## src/hw/misc_register_bank_pkg.sv

```systemverilog
// Purpose: Shared constants for the miscellaneous register bank.
// Assumes: Word-aligned register offsets inside a small bank window.
// Notes:   Offsets are byte addresses relative to the bank base.
package misc_register_bank_pkg;

    // Width of the offset field that is decoded inside the bank window.
    localparam int BANK_ADDR_W = 9;

    // Register byte offsets.
    localparam logic [BANK_ADDR_W-1:0] OFS_BUS_ERROR_ADDR   = 9'h004;
    localparam logic [BANK_ADDR_W-1:0] OFS_BUS_ERROR_CTRL   = 9'h014;
    localparam logic [BANK_ADDR_W-1:0] OFS_IRQ_VECTOR_MODE  = 9'h018;
    localparam logic [BANK_ADDR_W-1:0] OFS_WATCHDOG_COUNT   = 9'h028;
    localparam logic [BANK_ADDR_W-1:0] OFS_POWER_STATUS     = 9'h0F0;

    // Bus error control field layout.
    localparam int BUS_ERROR_CTRL_W     = 2;
    localparam int FLD_EXCEPTION_OFF    = 0;
    localparam int FLD_ERROR_CTRL_SPARE = 1;

    // Interrupt vector mode and power status field positions.
    localparam int FLD_DIRECT_VECTOR    = 0;
    localparam int FLD_SLEEP_ACK        = 0;

    // Reset values.
    localparam logic [31:0] RST_BUS_ERROR_ADDR = 32'h0000_0000;
    localparam logic [BUS_ERROR_CTRL_W-1:0] RST_BUS_ERROR_CTRL = 2'h0;
    localparam logic RST_DIRECT_VECTOR_ENABLE = 1'b1;
    localparam logic [31:0] RST_WATCHDOG_COUNT = 32'h0000_0000;

    // AHB-Lite encodings used by the slave.
    localparam logic [1:0] HTRANS_NONSEQ = 2'h2;
    localparam logic       HRESP_OKAY    = 1'b0;
    localparam logic [31:0] READ_ZERO    = 32'h0000_0000;

    // Data-phase tracking of the bus slave.
    typedef enum logic [1:0] {
        PHASE_IDLE  = 2'b00,
        PHASE_WRITE = 2'b01,
        PHASE_READ  = 2'b10
    } bus_phase_type;

endpackage : misc_register_bank_pkg

```

## src/hw/irq_vector_router.sv

```systemverilog
// Purpose: Steers peripheral interrupt events to direct or shared vectors.
// Assumes: Events are synchronous levels on the core clock.
// Notes:   Outputs are registered, so routing adds one cycle of latency.
`timescale 1ns/1ps
module irq_vector_router #(
    parameter int NUM_EVENTS = 8
) (
    input  wire logic                  i_clk,
    input  wire logic                  i_ce,
    input  wire logic                  i_rst,
    input  wire logic                  i_direct_vector_enable,
    input  wire logic [NUM_EVENTS-1:0] i_events,
    output logic      [NUM_EVENTS-1:0] o_direct_irq,
    output logic                       o_aggregated_irq
);

    // With direct vectors on, each event owns its line; otherwise all
    // events share the single aggregated line and the direct ones rest.
    always_ff @(posedge i_clk)
    begin
        if (i_rst)
        begin
            o_direct_irq     <= '0;
            o_aggregated_irq <= 1'b0;
        end
        else if (i_ce)
        begin
            o_direct_irq     <= i_events & {NUM_EVENTS{i_direct_vector_enable}};
            o_aggregated_irq <= (|i_events) & ~i_direct_vector_enable;
        end
    end

endmodule : irq_vector_router

```

## src/hw/misc_register_bank.sv

```systemverilog
// Purpose: Miscellaneous control and status registers on AHB-Lite.
// Assumes: All inputs are synchronous to I_CORE_CLK; resets synchronous.
// Notes:   Reads take one wait state so a write just before is visible.
//
// The AHB-Lite interface to the registers was decided locally.
`timescale 1ns/1ps
//
// Contract
// - No private clock; every register access runs on the core clock.
// - System reset restores all state except the watchdog event count.
// - Watchdog count resets only by power-on reset and the reset that excludes watchdog events.
// - Core-well power-on reset acts only at first power-up of the well.
// - The bank raises no interrupt request of its own.
// - Register reads and writes keep working while the bank sleeps.
// - Registers decode at base plus offsets 04h, 14h, 18h, 28h and F0h.
// - A master bus error loads its address only if capture holds zero or a write clears it in the same cycle.
// - Any write to the capture register clears it; a new capture wins.
// - Capture register reads zero after system reset.
// - Control bit 0 set suppresses memory exceptions; resets to zero.
// - Control bits 7:2 are reserved and hold no state.
// - Vector mode bit 0 selects direct vectors, resets to one.
// - Direct mode routes each event to its own processor vector.
module misc_register_bank
    import misc_register_bank_pkg::*;
#(
    parameter int NUM_EVENTS   = 8,
    parameter int WATCHDOG_W   = 32
) (
    input  wire logic                  I_CORE_CLK,
    input  wire logic                  I_RSTN,
    input  wire logic                  I_CE,
    input  wire logic                  I_SYSTEM_RESET,
    input  wire logic                  I_SYSTEM_RESET_EXCEPT_WATCHDOG,
    input  wire logic                  I_SLEEP_REQ,
    input  wire logic                  I_HSEL,
    input  wire logic [31:0]           I_HADDR,
    input  wire logic [1:0]            I_HTRANS,
    input  wire logic                  I_HWRITE,
    input  wire logic [2:0]            I_HSIZE,
    input  wire logic [31:0]           I_HWDATA,
    input  wire logic                  I_HREADY,
    output logic      [31:0]           O_HRDATA,
    output logic                       O_HREADYOUT,
    output logic                       O_HRESP,
    input  wire logic                  I_MASTER_ERROR,
    input  wire logic [31:0]           I_MASTER_ERROR_ADDR,
    input  wire logic                  I_WATCHDOG_EVENT,
    input  wire logic [NUM_EVENTS-1:0] I_IRQ_EVENTS,
    output logic                       O_MEMORY_EXCEPTION,
    output logic                       O_SLEEP_ACK,
    output logic      [NUM_EVENTS-1:0] O_DIRECT_IRQ,
    output logic                       O_AGGREGATED_IRQ
);
    import misc_register_bank_pkg::*;

    // Reset terms. I_RSTN is the core-well power-on reset.
    logic                          por;
    logic                          logic_reset;
    logic                          watchdog_reset;

    // Bus slave state.
    bus_phase_type                 phase;
    logic [BANK_ADDR_W-1:0]        phase_addr;
    logic                          addr_taken;
    logic [31:0]                   next_rdata;

    // Register state.
    logic [31:0]                   bus_error_addr;
    logic [BUS_ERROR_CTRL_W-1:0]   bus_error_ctrl;
    logic                          direct_vector_enable;
    logic [WATCHDOG_W-1:0]         watchdog_count;

    // Decoded write strobes, valid in the data phase of a write.
    logic                          wr_error_addr;
    logic                          wr_error_ctrl;
    logic                          wr_vector_mode;
    logic                          wr_watchdog;
    logic                          capture_error;

    // The power-on reset is only ever asserted when the core well first
    // comes up, so it is taken straight from the pin and covers all state.
    assign por = ~I_RSTN;

    // System reset clears everything except the watchdog event count.
    assign logic_reset = por | I_SYSTEM_RESET;

    // The watchdog count survives a watchdog-caused system reset; only power-on
    // reset and the variant that is never asserted by a watchdog event clear it.
    assign watchdog_reset = por | I_SYSTEM_RESET_EXCEPT_WATCHDOG;

    // An address phase is taken when the bus is ready and this slave is
    // selected with a non-sequential transfer. Only single words are used,
    // so the size is accepted without checking.
    assign addr_taken = I_CE
                      & I_HREADY
                      & I_HSEL
                      & (I_HTRANS == HTRANS_NONSEQ);

    // Reads stall one cycle so the data flop is loaded after any write that
    // completed at the same edge the read address was taken. Writes are
    // zero wait. A low clock enable holds the bus off while state is frozen.
    assign O_HREADYOUT = I_CE & (phase != PHASE_READ);

    // Every transfer completes OKAY, mapped or not. There is no error path,
    // so firmware probing a hole in the map cannot fault on this bank, at
    // the price of never being told that the offset was wrong.
    assign O_HRESP = HRESP_OKAY;

    // Track the data phase of each transfer. All bus handling is clocked by
    // the core clock; the bank has no clock of its own.
    always_ff @(posedge I_CORE_CLK)
    begin
        if (logic_reset)
        begin
            phase      <= PHASE_IDLE;
            phase_addr <= '0;
        end
        else if (I_CE)
        begin
            case (phase)
                PHASE_READ:
                begin
                    phase <= PHASE_IDLE;
                end
                default:
                begin
                    if (addr_taken)
                    begin
                        phase_addr <= I_HADDR[BANK_ADDR_W-1:0];
                        if (I_HWRITE)
                        begin
                            phase <= PHASE_WRITE;
                        end
                        else
                        begin
                            phase <= PHASE_READ;
                        end
                    end
                    else
                    begin
                        phase <= PHASE_IDLE;
                    end
                end
            endcase
        end
    end

    // Write strobes by offset; unmapped offsets produce no strobe, so a
    // write there is dropped without an error.
    always_comb
    begin
        wr_error_addr  = 1'b0;
        wr_error_ctrl  = 1'b0;
        wr_vector_mode = 1'b0;
        wr_watchdog    = 1'b0;
        if (phase == PHASE_WRITE && I_CE)
        begin
            if (phase_addr == OFS_BUS_ERROR_ADDR)
            begin
                wr_error_addr = 1'b1;
            end
            else if (phase_addr == OFS_BUS_ERROR_CTRL)
            begin
                wr_error_ctrl = 1'b1;
            end
            else if (phase_addr == OFS_IRQ_VECTOR_MODE)
            begin
                wr_vector_mode = 1'b1;
            end
            else if (phase_addr == OFS_WATCHDOG_COUNT)
            begin
                wr_watchdog = 1'b1;
            end
        end
    end

    // A new error is captured when the register is empty, or when a clearing
    // write lands in the same cycle: the capture outranks the clear, so the
    // first fault after software acknowledges is never lost.
    assign capture_error = I_CE
                         & I_MASTER_ERROR
                         & ((bus_error_addr == RST_BUS_ERROR_ADDR)
                            | wr_error_addr);

    // Bus error capture register. Limitation: a fault at address zero is
    // indistinguishable from an empty register and does not lock it.
    always_ff @(posedge I_CORE_CLK)
    begin
        if (logic_reset)
        begin
            bus_error_addr <= RST_BUS_ERROR_ADDR;
        end
        else if (capture_error)
        begin
            bus_error_addr <= I_MASTER_ERROR_ADDR;
        end
        else if (wr_error_addr)
        begin
            bus_error_addr <= RST_BUS_ERROR_ADDR;
        end
    end

    // Bus error control. Only the two low bits are flops; the upper bits of
    // the byte are reserved and are never stored.
    always_ff @(posedge I_CORE_CLK)
    begin
        if (logic_reset)
        begin
            bus_error_ctrl <= RST_BUS_ERROR_CTRL;
        end
        else if (wr_error_ctrl)
        begin
            bus_error_ctrl <= I_HWDATA[BUS_ERROR_CTRL_W-1:0];
        end
    end

    // Interrupt vector mode; direct vectors are on after reset.
    always_ff @(posedge I_CORE_CLK)
    begin
        if (logic_reset)
        begin
            direct_vector_enable <= RST_DIRECT_VECTOR_ENABLE;
        end
        else if (wr_vector_mode)
        begin
            direct_vector_enable <= I_HWDATA[FLD_DIRECT_VECTOR];
        end
    end

    // Watchdog event count. Software may preset it; an event arriving with
    // the write still counts on top of the written value.
    always_ff @(posedge I_CORE_CLK)
    begin
        if (watchdog_reset)
        begin
            watchdog_count <= RST_WATCHDOG_COUNT[WATCHDOG_W-1:0];
        end
        else if (I_CE)
        begin
            if (wr_watchdog)
            begin
                watchdog_count <= I_HWDATA[WATCHDOG_W-1:0]
                                + WATCHDOG_W'(I_WATCHDOG_EVENT);
            end
            else if (I_WATCHDOG_EVENT)
            begin
                watchdog_count <= watchdog_count + WATCHDOG_W'(1'b1);
            end
        end
    end

    // Forward master faults as memory exceptions unless suppressed. This
    // reports the processor's own fault, not an interrupt of the bank.
    always_ff @(posedge I_CORE_CLK)
    begin
        if (logic_reset)
        begin
            O_MEMORY_EXCEPTION <= 1'b0;
        end
        else if (I_CE)
        begin
            O_MEMORY_EXCEPTION <= I_MASTER_ERROR
                                & ~bus_error_ctrl[FLD_EXCEPTION_OFF];
        end
    end

    // Sleep handshake. The acknowledge is only a status: the bus slave
    // above has no term on it, so accesses go on while asleep.
    always_ff @(posedge I_CORE_CLK)
    begin
        if (logic_reset)
        begin
            O_SLEEP_ACK <= 1'b0;
        end
        else if (I_CE)
        begin
            O_SLEEP_ACK <= I_SLEEP_REQ;
        end
    end

    // Read multiplexer. Reserved bits and unmapped offsets read as zero.
    always_comb
    begin
        next_rdata = READ_ZERO;
        if (phase_addr == OFS_BUS_ERROR_ADDR)
        begin
            next_rdata = bus_error_addr;
        end
        else if (phase_addr == OFS_BUS_ERROR_CTRL)
        begin
            next_rdata[BUS_ERROR_CTRL_W-1:0] = bus_error_ctrl;
        end
        else if (phase_addr == OFS_IRQ_VECTOR_MODE)
        begin
            next_rdata[FLD_DIRECT_VECTOR] = direct_vector_enable;
        end
        else if (phase_addr == OFS_WATCHDOG_COUNT)
        begin
            next_rdata[WATCHDOG_W-1:0] = watchdog_count;
        end
        else if (phase_addr == OFS_POWER_STATUS)
        begin
            next_rdata[FLD_SLEEP_ACK] = O_SLEEP_ACK;
        end
        else
        begin
            next_rdata = READ_ZERO;
        end
    end

    // Read data flop, loaded in the wait cycle of a read. It holds its
    // value otherwise, so it stands through the completing cycle. The wait
    // costs one cycle per read but keeps the multiplexer off the bus path.
    // Only reset otherwise loads it, so stale data never changes under the master.
    always_ff @(posedge I_CORE_CLK)
    begin
        if (logic_reset)
        begin
            O_HRDATA <= READ_ZERO;
        end
        else if (I_CE && phase == PHASE_READ)
        begin
            O_HRDATA <= next_rdata;
        end
    end

    // Interrupt routing for the subsystem's peripherals. The bank itself
    // feeds no event into it and owns no request line. Its outputs lag the
    // events by one cycle, which a mode change follows as well.
    irq_vector_router #(
        .NUM_EVENTS             (NUM_EVENTS)
    ) u_router (
        .i_clk                  (I_CORE_CLK),
        .i_ce                   (I_CE),
        .i_rst                  (logic_reset),
        .i_direct_vector_enable (direct_vector_enable),
        .i_events               (I_IRQ_EVENTS),
        .o_direct_irq           (O_DIRECT_IRQ),
        .o_aggregated_irq       (O_AGGREGATED_IRQ)
    );

endmodule : misc_register_bank

```

## config.mk

```make
export PLATFORM = sky130hd
export DESIGN_NAME = misc_register_bank
export DESIGN_NICKNAME = d
export VERILOG_FILES = /design/src/hw/misc_register_bank_pkg.sv /design/src/hw/irq_vector_router.sv /design/src/hw/misc_register_bank.sv
export SDC_FILE = /design/constraint.sdc
export NUM_CORES = 1
export LEC_CHECK = 0
export BUFFER_PORTS_ARGS = -buffer_cell sky130_fd_sc_hd__clkbuf_2
export CORE_UTILIZATION = 30
export CTS_CLUSTER_DIAMETER = 80
export DETAILED_ROUTE_END_ITERATION = 10
export PLACE_DENSITY = 0.63
export RECOVER_POWER = 50
export SYNTH_ARGS = -nofsm -noshare
export SYNTH_HDL_FRONTEND = slang
export SYNTH_SLANG_ARGS = --single-unit
```

## constraint.sdc

```tcl
create_clock -name I_CORE_CLK -period 2.25 [get_ports I_CORE_CLK]
set_input_delay 0.3375 -clock I_CORE_CLK [delete_from_list [all_inputs] [get_ports I_CORE_CLK]]
set_output_delay 0.3375 -clock I_CORE_CLK [all_outputs]
set_load 0.01 [all_outputs]
```

## Word-level counts from Yosys, hierarchy flattened

Cells that the tools add are included.

- Register bits after elaboration: 121
- Bits in writable memories: 0
- Bits in read-only memories: 0
- Latch bits: 0
- Memories kept: 0

- $lt $le $gt $ge: 0
- Reduce and logical (&&, ||, !) cells: 8
- Bitwise operators: 16
- Shifts and indexed selects: 0
- Add/sub/neg operators: 2
- Divide/modulo/power cells: 0
- Eq/ne operators: 9
- Mux-type cells: 28
- Multipliers: 0

Operators by type and width:

| kind | count |
|---|---|
| two-way mux 32 bit | 6 |
| adder 32 x 1 -> 32 bit | 1 |
| adder 32 x 1 -> 32 bit (second input constant) | 1 |
| zero test 32 bit | 1 |
| two-way mux 31 bit | 1 |
| two-way mux 30 bit | 1 |
| equality test 9 x 5 -> 1 bit (second input constant) | 2 |
| two-way mux 1 bit | 16 |
| equality test 9 x 3 -> 1 bit (second input constant) | 1 |
| equality test 9 x 6 -> 1 bit (second input constant) | 1 |
| equality test 9 x 8 -> 1 bit (second input constant) | 1 |
| AND 1 bit | 8 |
| AND 8 bit | 1 |
| two-way mux 2 bit | 4 |
| OR reduction 8 bit | 1 |
| equality test 2 bit (second input constant) | 2 |
| NOT 1 bit | 4 |
| nonzero test 2 bit | 2 |
| bitwise OR 1 bit | 3 |
| AND reduction 3 bit | 1 |
| equality test 2 x 1 -> 1 bit (second input constant) | 1 |
| logical AND 1 bit | 2 |
| inequality test 2 bit (second input constant) | 1 |
| AND reduction 2 bit | 1 |

## Longest topological paths before layout

- Word-level depth: 8
- Depth in mapped cells: 9

## Cells and area by module

A second synthesis with hierarchy kept.

- Cells, all modules: 731
- Area total of the unflattened synthesis: 6168.4 µm²

Modules (own cells, without submodules):

| module | area an instance (µm²) | seq. area each (µm²) | times used | cells each |
|---|---|---|---|---|
| misc_register_bank | 5838.1 | 2242.2 | 1 | 697 |
| irq_vector_router | 330.3 | 180.2 | 1 | 34 |

## Worst setup path before layout

No wires, ideal clock.

- Path type: register to register
- Start point: register phase_addr[0]
- End point: register watchdog_count[19]
- Data required time: 2176 ps
- Arrival time: 2221 ps
- Setup time: 74 ps
- Setup slack: -46 ps
- Cell stages (with the launch flop): 7
- Cell sequence: dfxtp_1 -> or4b_1 -> clkbuf_2 -> or4_1 -> buf_2 -> or4_1 -> a31oi_1

- Cells in the longest elaborated chain, start to end: 8
- Elaborated cells between the ends (all ways): 12

RTL lines:

| element | RTL line | source |
|---|---|---|
| from (decl) | misc_register_bank.sv:63 | `logic [BANK_ADDR_W-1:0] phase_addr;` |
| from (signal assigned) | misc_register_bank.sv:129 | `phase_addr <= I_HADDR[BANK_ADDR_W-1:0];` |
| equality test 9 x 6 -> 1 bit | misc_register_bank.sv:170 | `else if (phase_addr == OFS_WATCHDOG_COUNT)` |
| two-way mux 1 bit | misc_register_bank.sv:170 |  |
| two-way mux 1 bit | misc_register_bank.sv:166 | `else if (phase_addr == OFS_IRQ_VECTOR_MODE)` |
| two-way mux 1 bit | misc_register_bank.sv:162 | `else if (phase_addr == OFS_BUS_ERROR_CTRL)` |
| two-way mux 1 bit (*) | misc_register_bank.sv:158 | `if (phase_addr == OFS_BUS_ERROR_ADDR)` |
| two-way mux 1 bit (*) | misc_register_bank.sv:156 | `if (phase == PHASE_WRITE && I_CE)` |
| nonzero test 2 bit (no source line) | -- |  |
| AND reduction 2 bit (no source line) | -- |  |
| to (signal assigned) | misc_register_bank.sv:236 | `watchdog_count <= RST_WATCHDOG_COUNT[WATCHDOG_W-1:0];` |
| to (signal assigned) | misc_register_bank.sv:242 | `watchdog_count <= I_HWDATA[WATCHDOG_W-1:0]` |
| to (signal assigned) | misc_register_bank.sv:247 | `watchdog_count <= watchdog_count + WATCHDOG_W'(1'b1);` |
| to (decl) | misc_register_bank.sv:71 | `logic [WATCHDOG_W-1:0] watchdog_count;` |

Every way passes the cells marked *; elsewhere a longest branch is shown, timed or not.
A chain may end at the register's enable or synchronous reset.

## Final worst setup path

- Start point: register phase_addr[1]
- End point: register watchdog_count[9]

The elaborated chain is that of the path after synthesis.

==> run metrics <==
HPWL Detailed 14800 µm; VDD IR max 0.380 mV; Vias/cell 5.34; final worst path period need 2.19 ns; fin crit share 97.5%; Crit path max-delay family simple AND/OR/NAND/NOR gates; Cell variety after synth 55; RSZ-0062 raised after global routing yes; H-tree levels 4; CP Launch Type flop; first-pass GRT wire length 30500 µm; total negative slack 0 ns; measured slew at the worst slew-check pin 1.29 ns; Yosys top cell by area dfxtp_1; Synth Area per Inst 8.14 µm²; port bufs 137; Syn Nets 859; Post-Synthesis Cells 736; share of the synthesized area in the top cell type 40.4%; Seq/Total Area, Yosys 40.4%; mapped cell area 5990 µm²; fillcell total 2068; CTS clock-pin slew for the worst setup and hold paths 0.05 ns; CTS root buf clkbuf_16; met1 wire length 9420 µm; CP Depth 5; GP Congestion 0.909; Crit. Startpoint phase_addr[1]; router iterations before antenna repair 5; max layer used met4; P per Cell Area 677 nW/µm²; hold buffer count at cts 0; Storage cell area 2420 µm²; hold path cells 3; largest net degree at the start of global routing 65; Max clock buf depth 2; final slew viol count 0; worst path bufs/invs 1; Reg2Reg Depth 5; EDFF count, synth 0; area delta synth->final 33.9%; MaxCap Viol Count 0; Crit Path Max Fanout 18; critical path class flop to flop; nets 1037; Post-Route WL 19500 µm; Vias 6352; CP required 2.53 ns; post-route setup slack 0.0559 ns; # rows 51; most frequent cells in the layout dfxtp_1 (121), clkbuf_2 (94), nor2_1 (77), nand2_1 (67), buf_4 (62); Synth area leaders dfxtp_1 (40%), a22oi_1 (5.1%), a211oi_1 (5.0%); critical path's largest stage delay 0.59 ns; crit path DAT 2.48 ns; Slew HR 14.2%; Most used DFF post-synth dfxtp_1; Place WS -0.00380 ns; Clock Latency Late Sink 0.42 ns; clk sink count 121; initial antenna violation count 0; setup bufs post-CTS 0; fmax 456 MHz; crit path capture type flop; Die Height 143 µm; launching point of the worst reg2reg path phase_addr[1]; Core ar. 19500 µm²; status finished, final reports clean; Num CTS Buffers 17; die area 20600 µm²; share of post-route cells with drive strength above 1 22.2%; static leakage 2.80 nW; Fin. Hold Viols 0; Residual DRC 0; HP Class primary input to flop; hold_ws 0.140 ns; critical path, cell by cell or4b_4, or4_4, buf_4, o21ai_0, a21oi_1; Die W 143 µm; Slowest-stage cell, CP or4b_4; Overflow after GRT 0; hold_sp I_HADDR[6]; DR WL/cell 16.4 µm; Async SR Flop Fraction 0%; most common cell after layout, fill and taps aside dfxtp_1; DP Area 7490 µm²; met3 WL 1360 µm; Final ANT Viol Nets 0; GRT Total Usage 19.3%; synth warn 0; met2 wire length 8420 µm; number of global-route vias before repair 5834; initial DRC count 554; synthesized flop and latch total 121; Diodes inserted 0; Setup Skew 0.00956 ns; fin area 8020 µm²; TritonCTS clock tree built; Initial Util 30.7%; IO Pins 165; area occupied by multi-input gates 3390 µm²; Final setup viols 0
final cells by class:
cell class | instances | share of cell area [%]
inverters | 11 | 0.515
repair buffers | 210 | 15.3
clock inverters | 9 | 1.84
clock buffers | 21 | 5.74
flip-flops and latches | 121 | 30.2
well taps | 265 | 4.13
multi-input cells | 553 | 42.3
cells in the mapped netlist, types with 17 or more instances:
cell	count
nor2_1	78
xnor2_1	17
a22o_1	32
nand2_1	67
a211oi_1	40
nor4_1	25
o21ai_0	25
nand4_1	27
a21oi_1	40
dfxtp_1	121
a22oi_1	41
nand3_1	35
clkbuf_1	44
nor3_1	21
worst register-to-register path, delay by kind of cell (launching register included):
kind / cells / cell delay [ns]
AOI/OAI and AO/OA: 2 / 0.44
and+or+nand+nor: 2 / 1.09
DFF: 1 / 0.31
buffers and inverters: 1 / 0.24
sequential cells by signal (all words and copies together), names as in the netlist, 2 cells and up:
register	cells
O_HRDATA	32
bus_error_addr	32
bus_error_ctrl	2
phase	2
phase_addr	9
u_router.o_direct_irq	8
watchdog_count	32
stage by stage:
stage	cells	utilization (%)	power (W)
finish	1190	41.1	0.00543
global route	1190	41.1	0.00563
CTS	1190	41.5	0.00547
detailed placement	1160	38.3	0.00265
global placement	1160	38.3	0.00265
floorplan	736	-	0.00243
final timing paths:
check / end / slack, ns
setup reg to reg: watchdog_count[9] / 0.06
setup / recovery: watchdog_count[9] / 0.06
hold reg to reg: phase_addr[7] / 0.48
hold / removal: phase_addr[6] / 0.14
routing by layer:
metal | track usage [%] | up-vias
met3 | 4.27 | 24
met5 | 0 | -
met2 | 28.7 | 236
met4 | 7.05 | 0
met1 | 27.1 | 2948
li1 | - | 3144
kinds of logic after synthesis:
logic type,share of synthesized area (%)
buf+inv,4.03
compound gates,25.7
simple gates,24.4
flops,40.4
mux,0.835
other cells,0.0626
fa+ha+maj,0.626
xor+xnor,3.94
report_power, final:
part	internal [W]	switching, W
Sequential	0.00218	0.0000217
Combinational	0.000169	0.000239
Clock	0.00189	0.000937
Total	0.00423	0.00120
timing repair:
item / CTS / global route
pin swaps: 0 / 1
setup endpoints to repair: 5 / 6
gates resized for setup: 1 / 1
(Power assumes the default switching activity.)
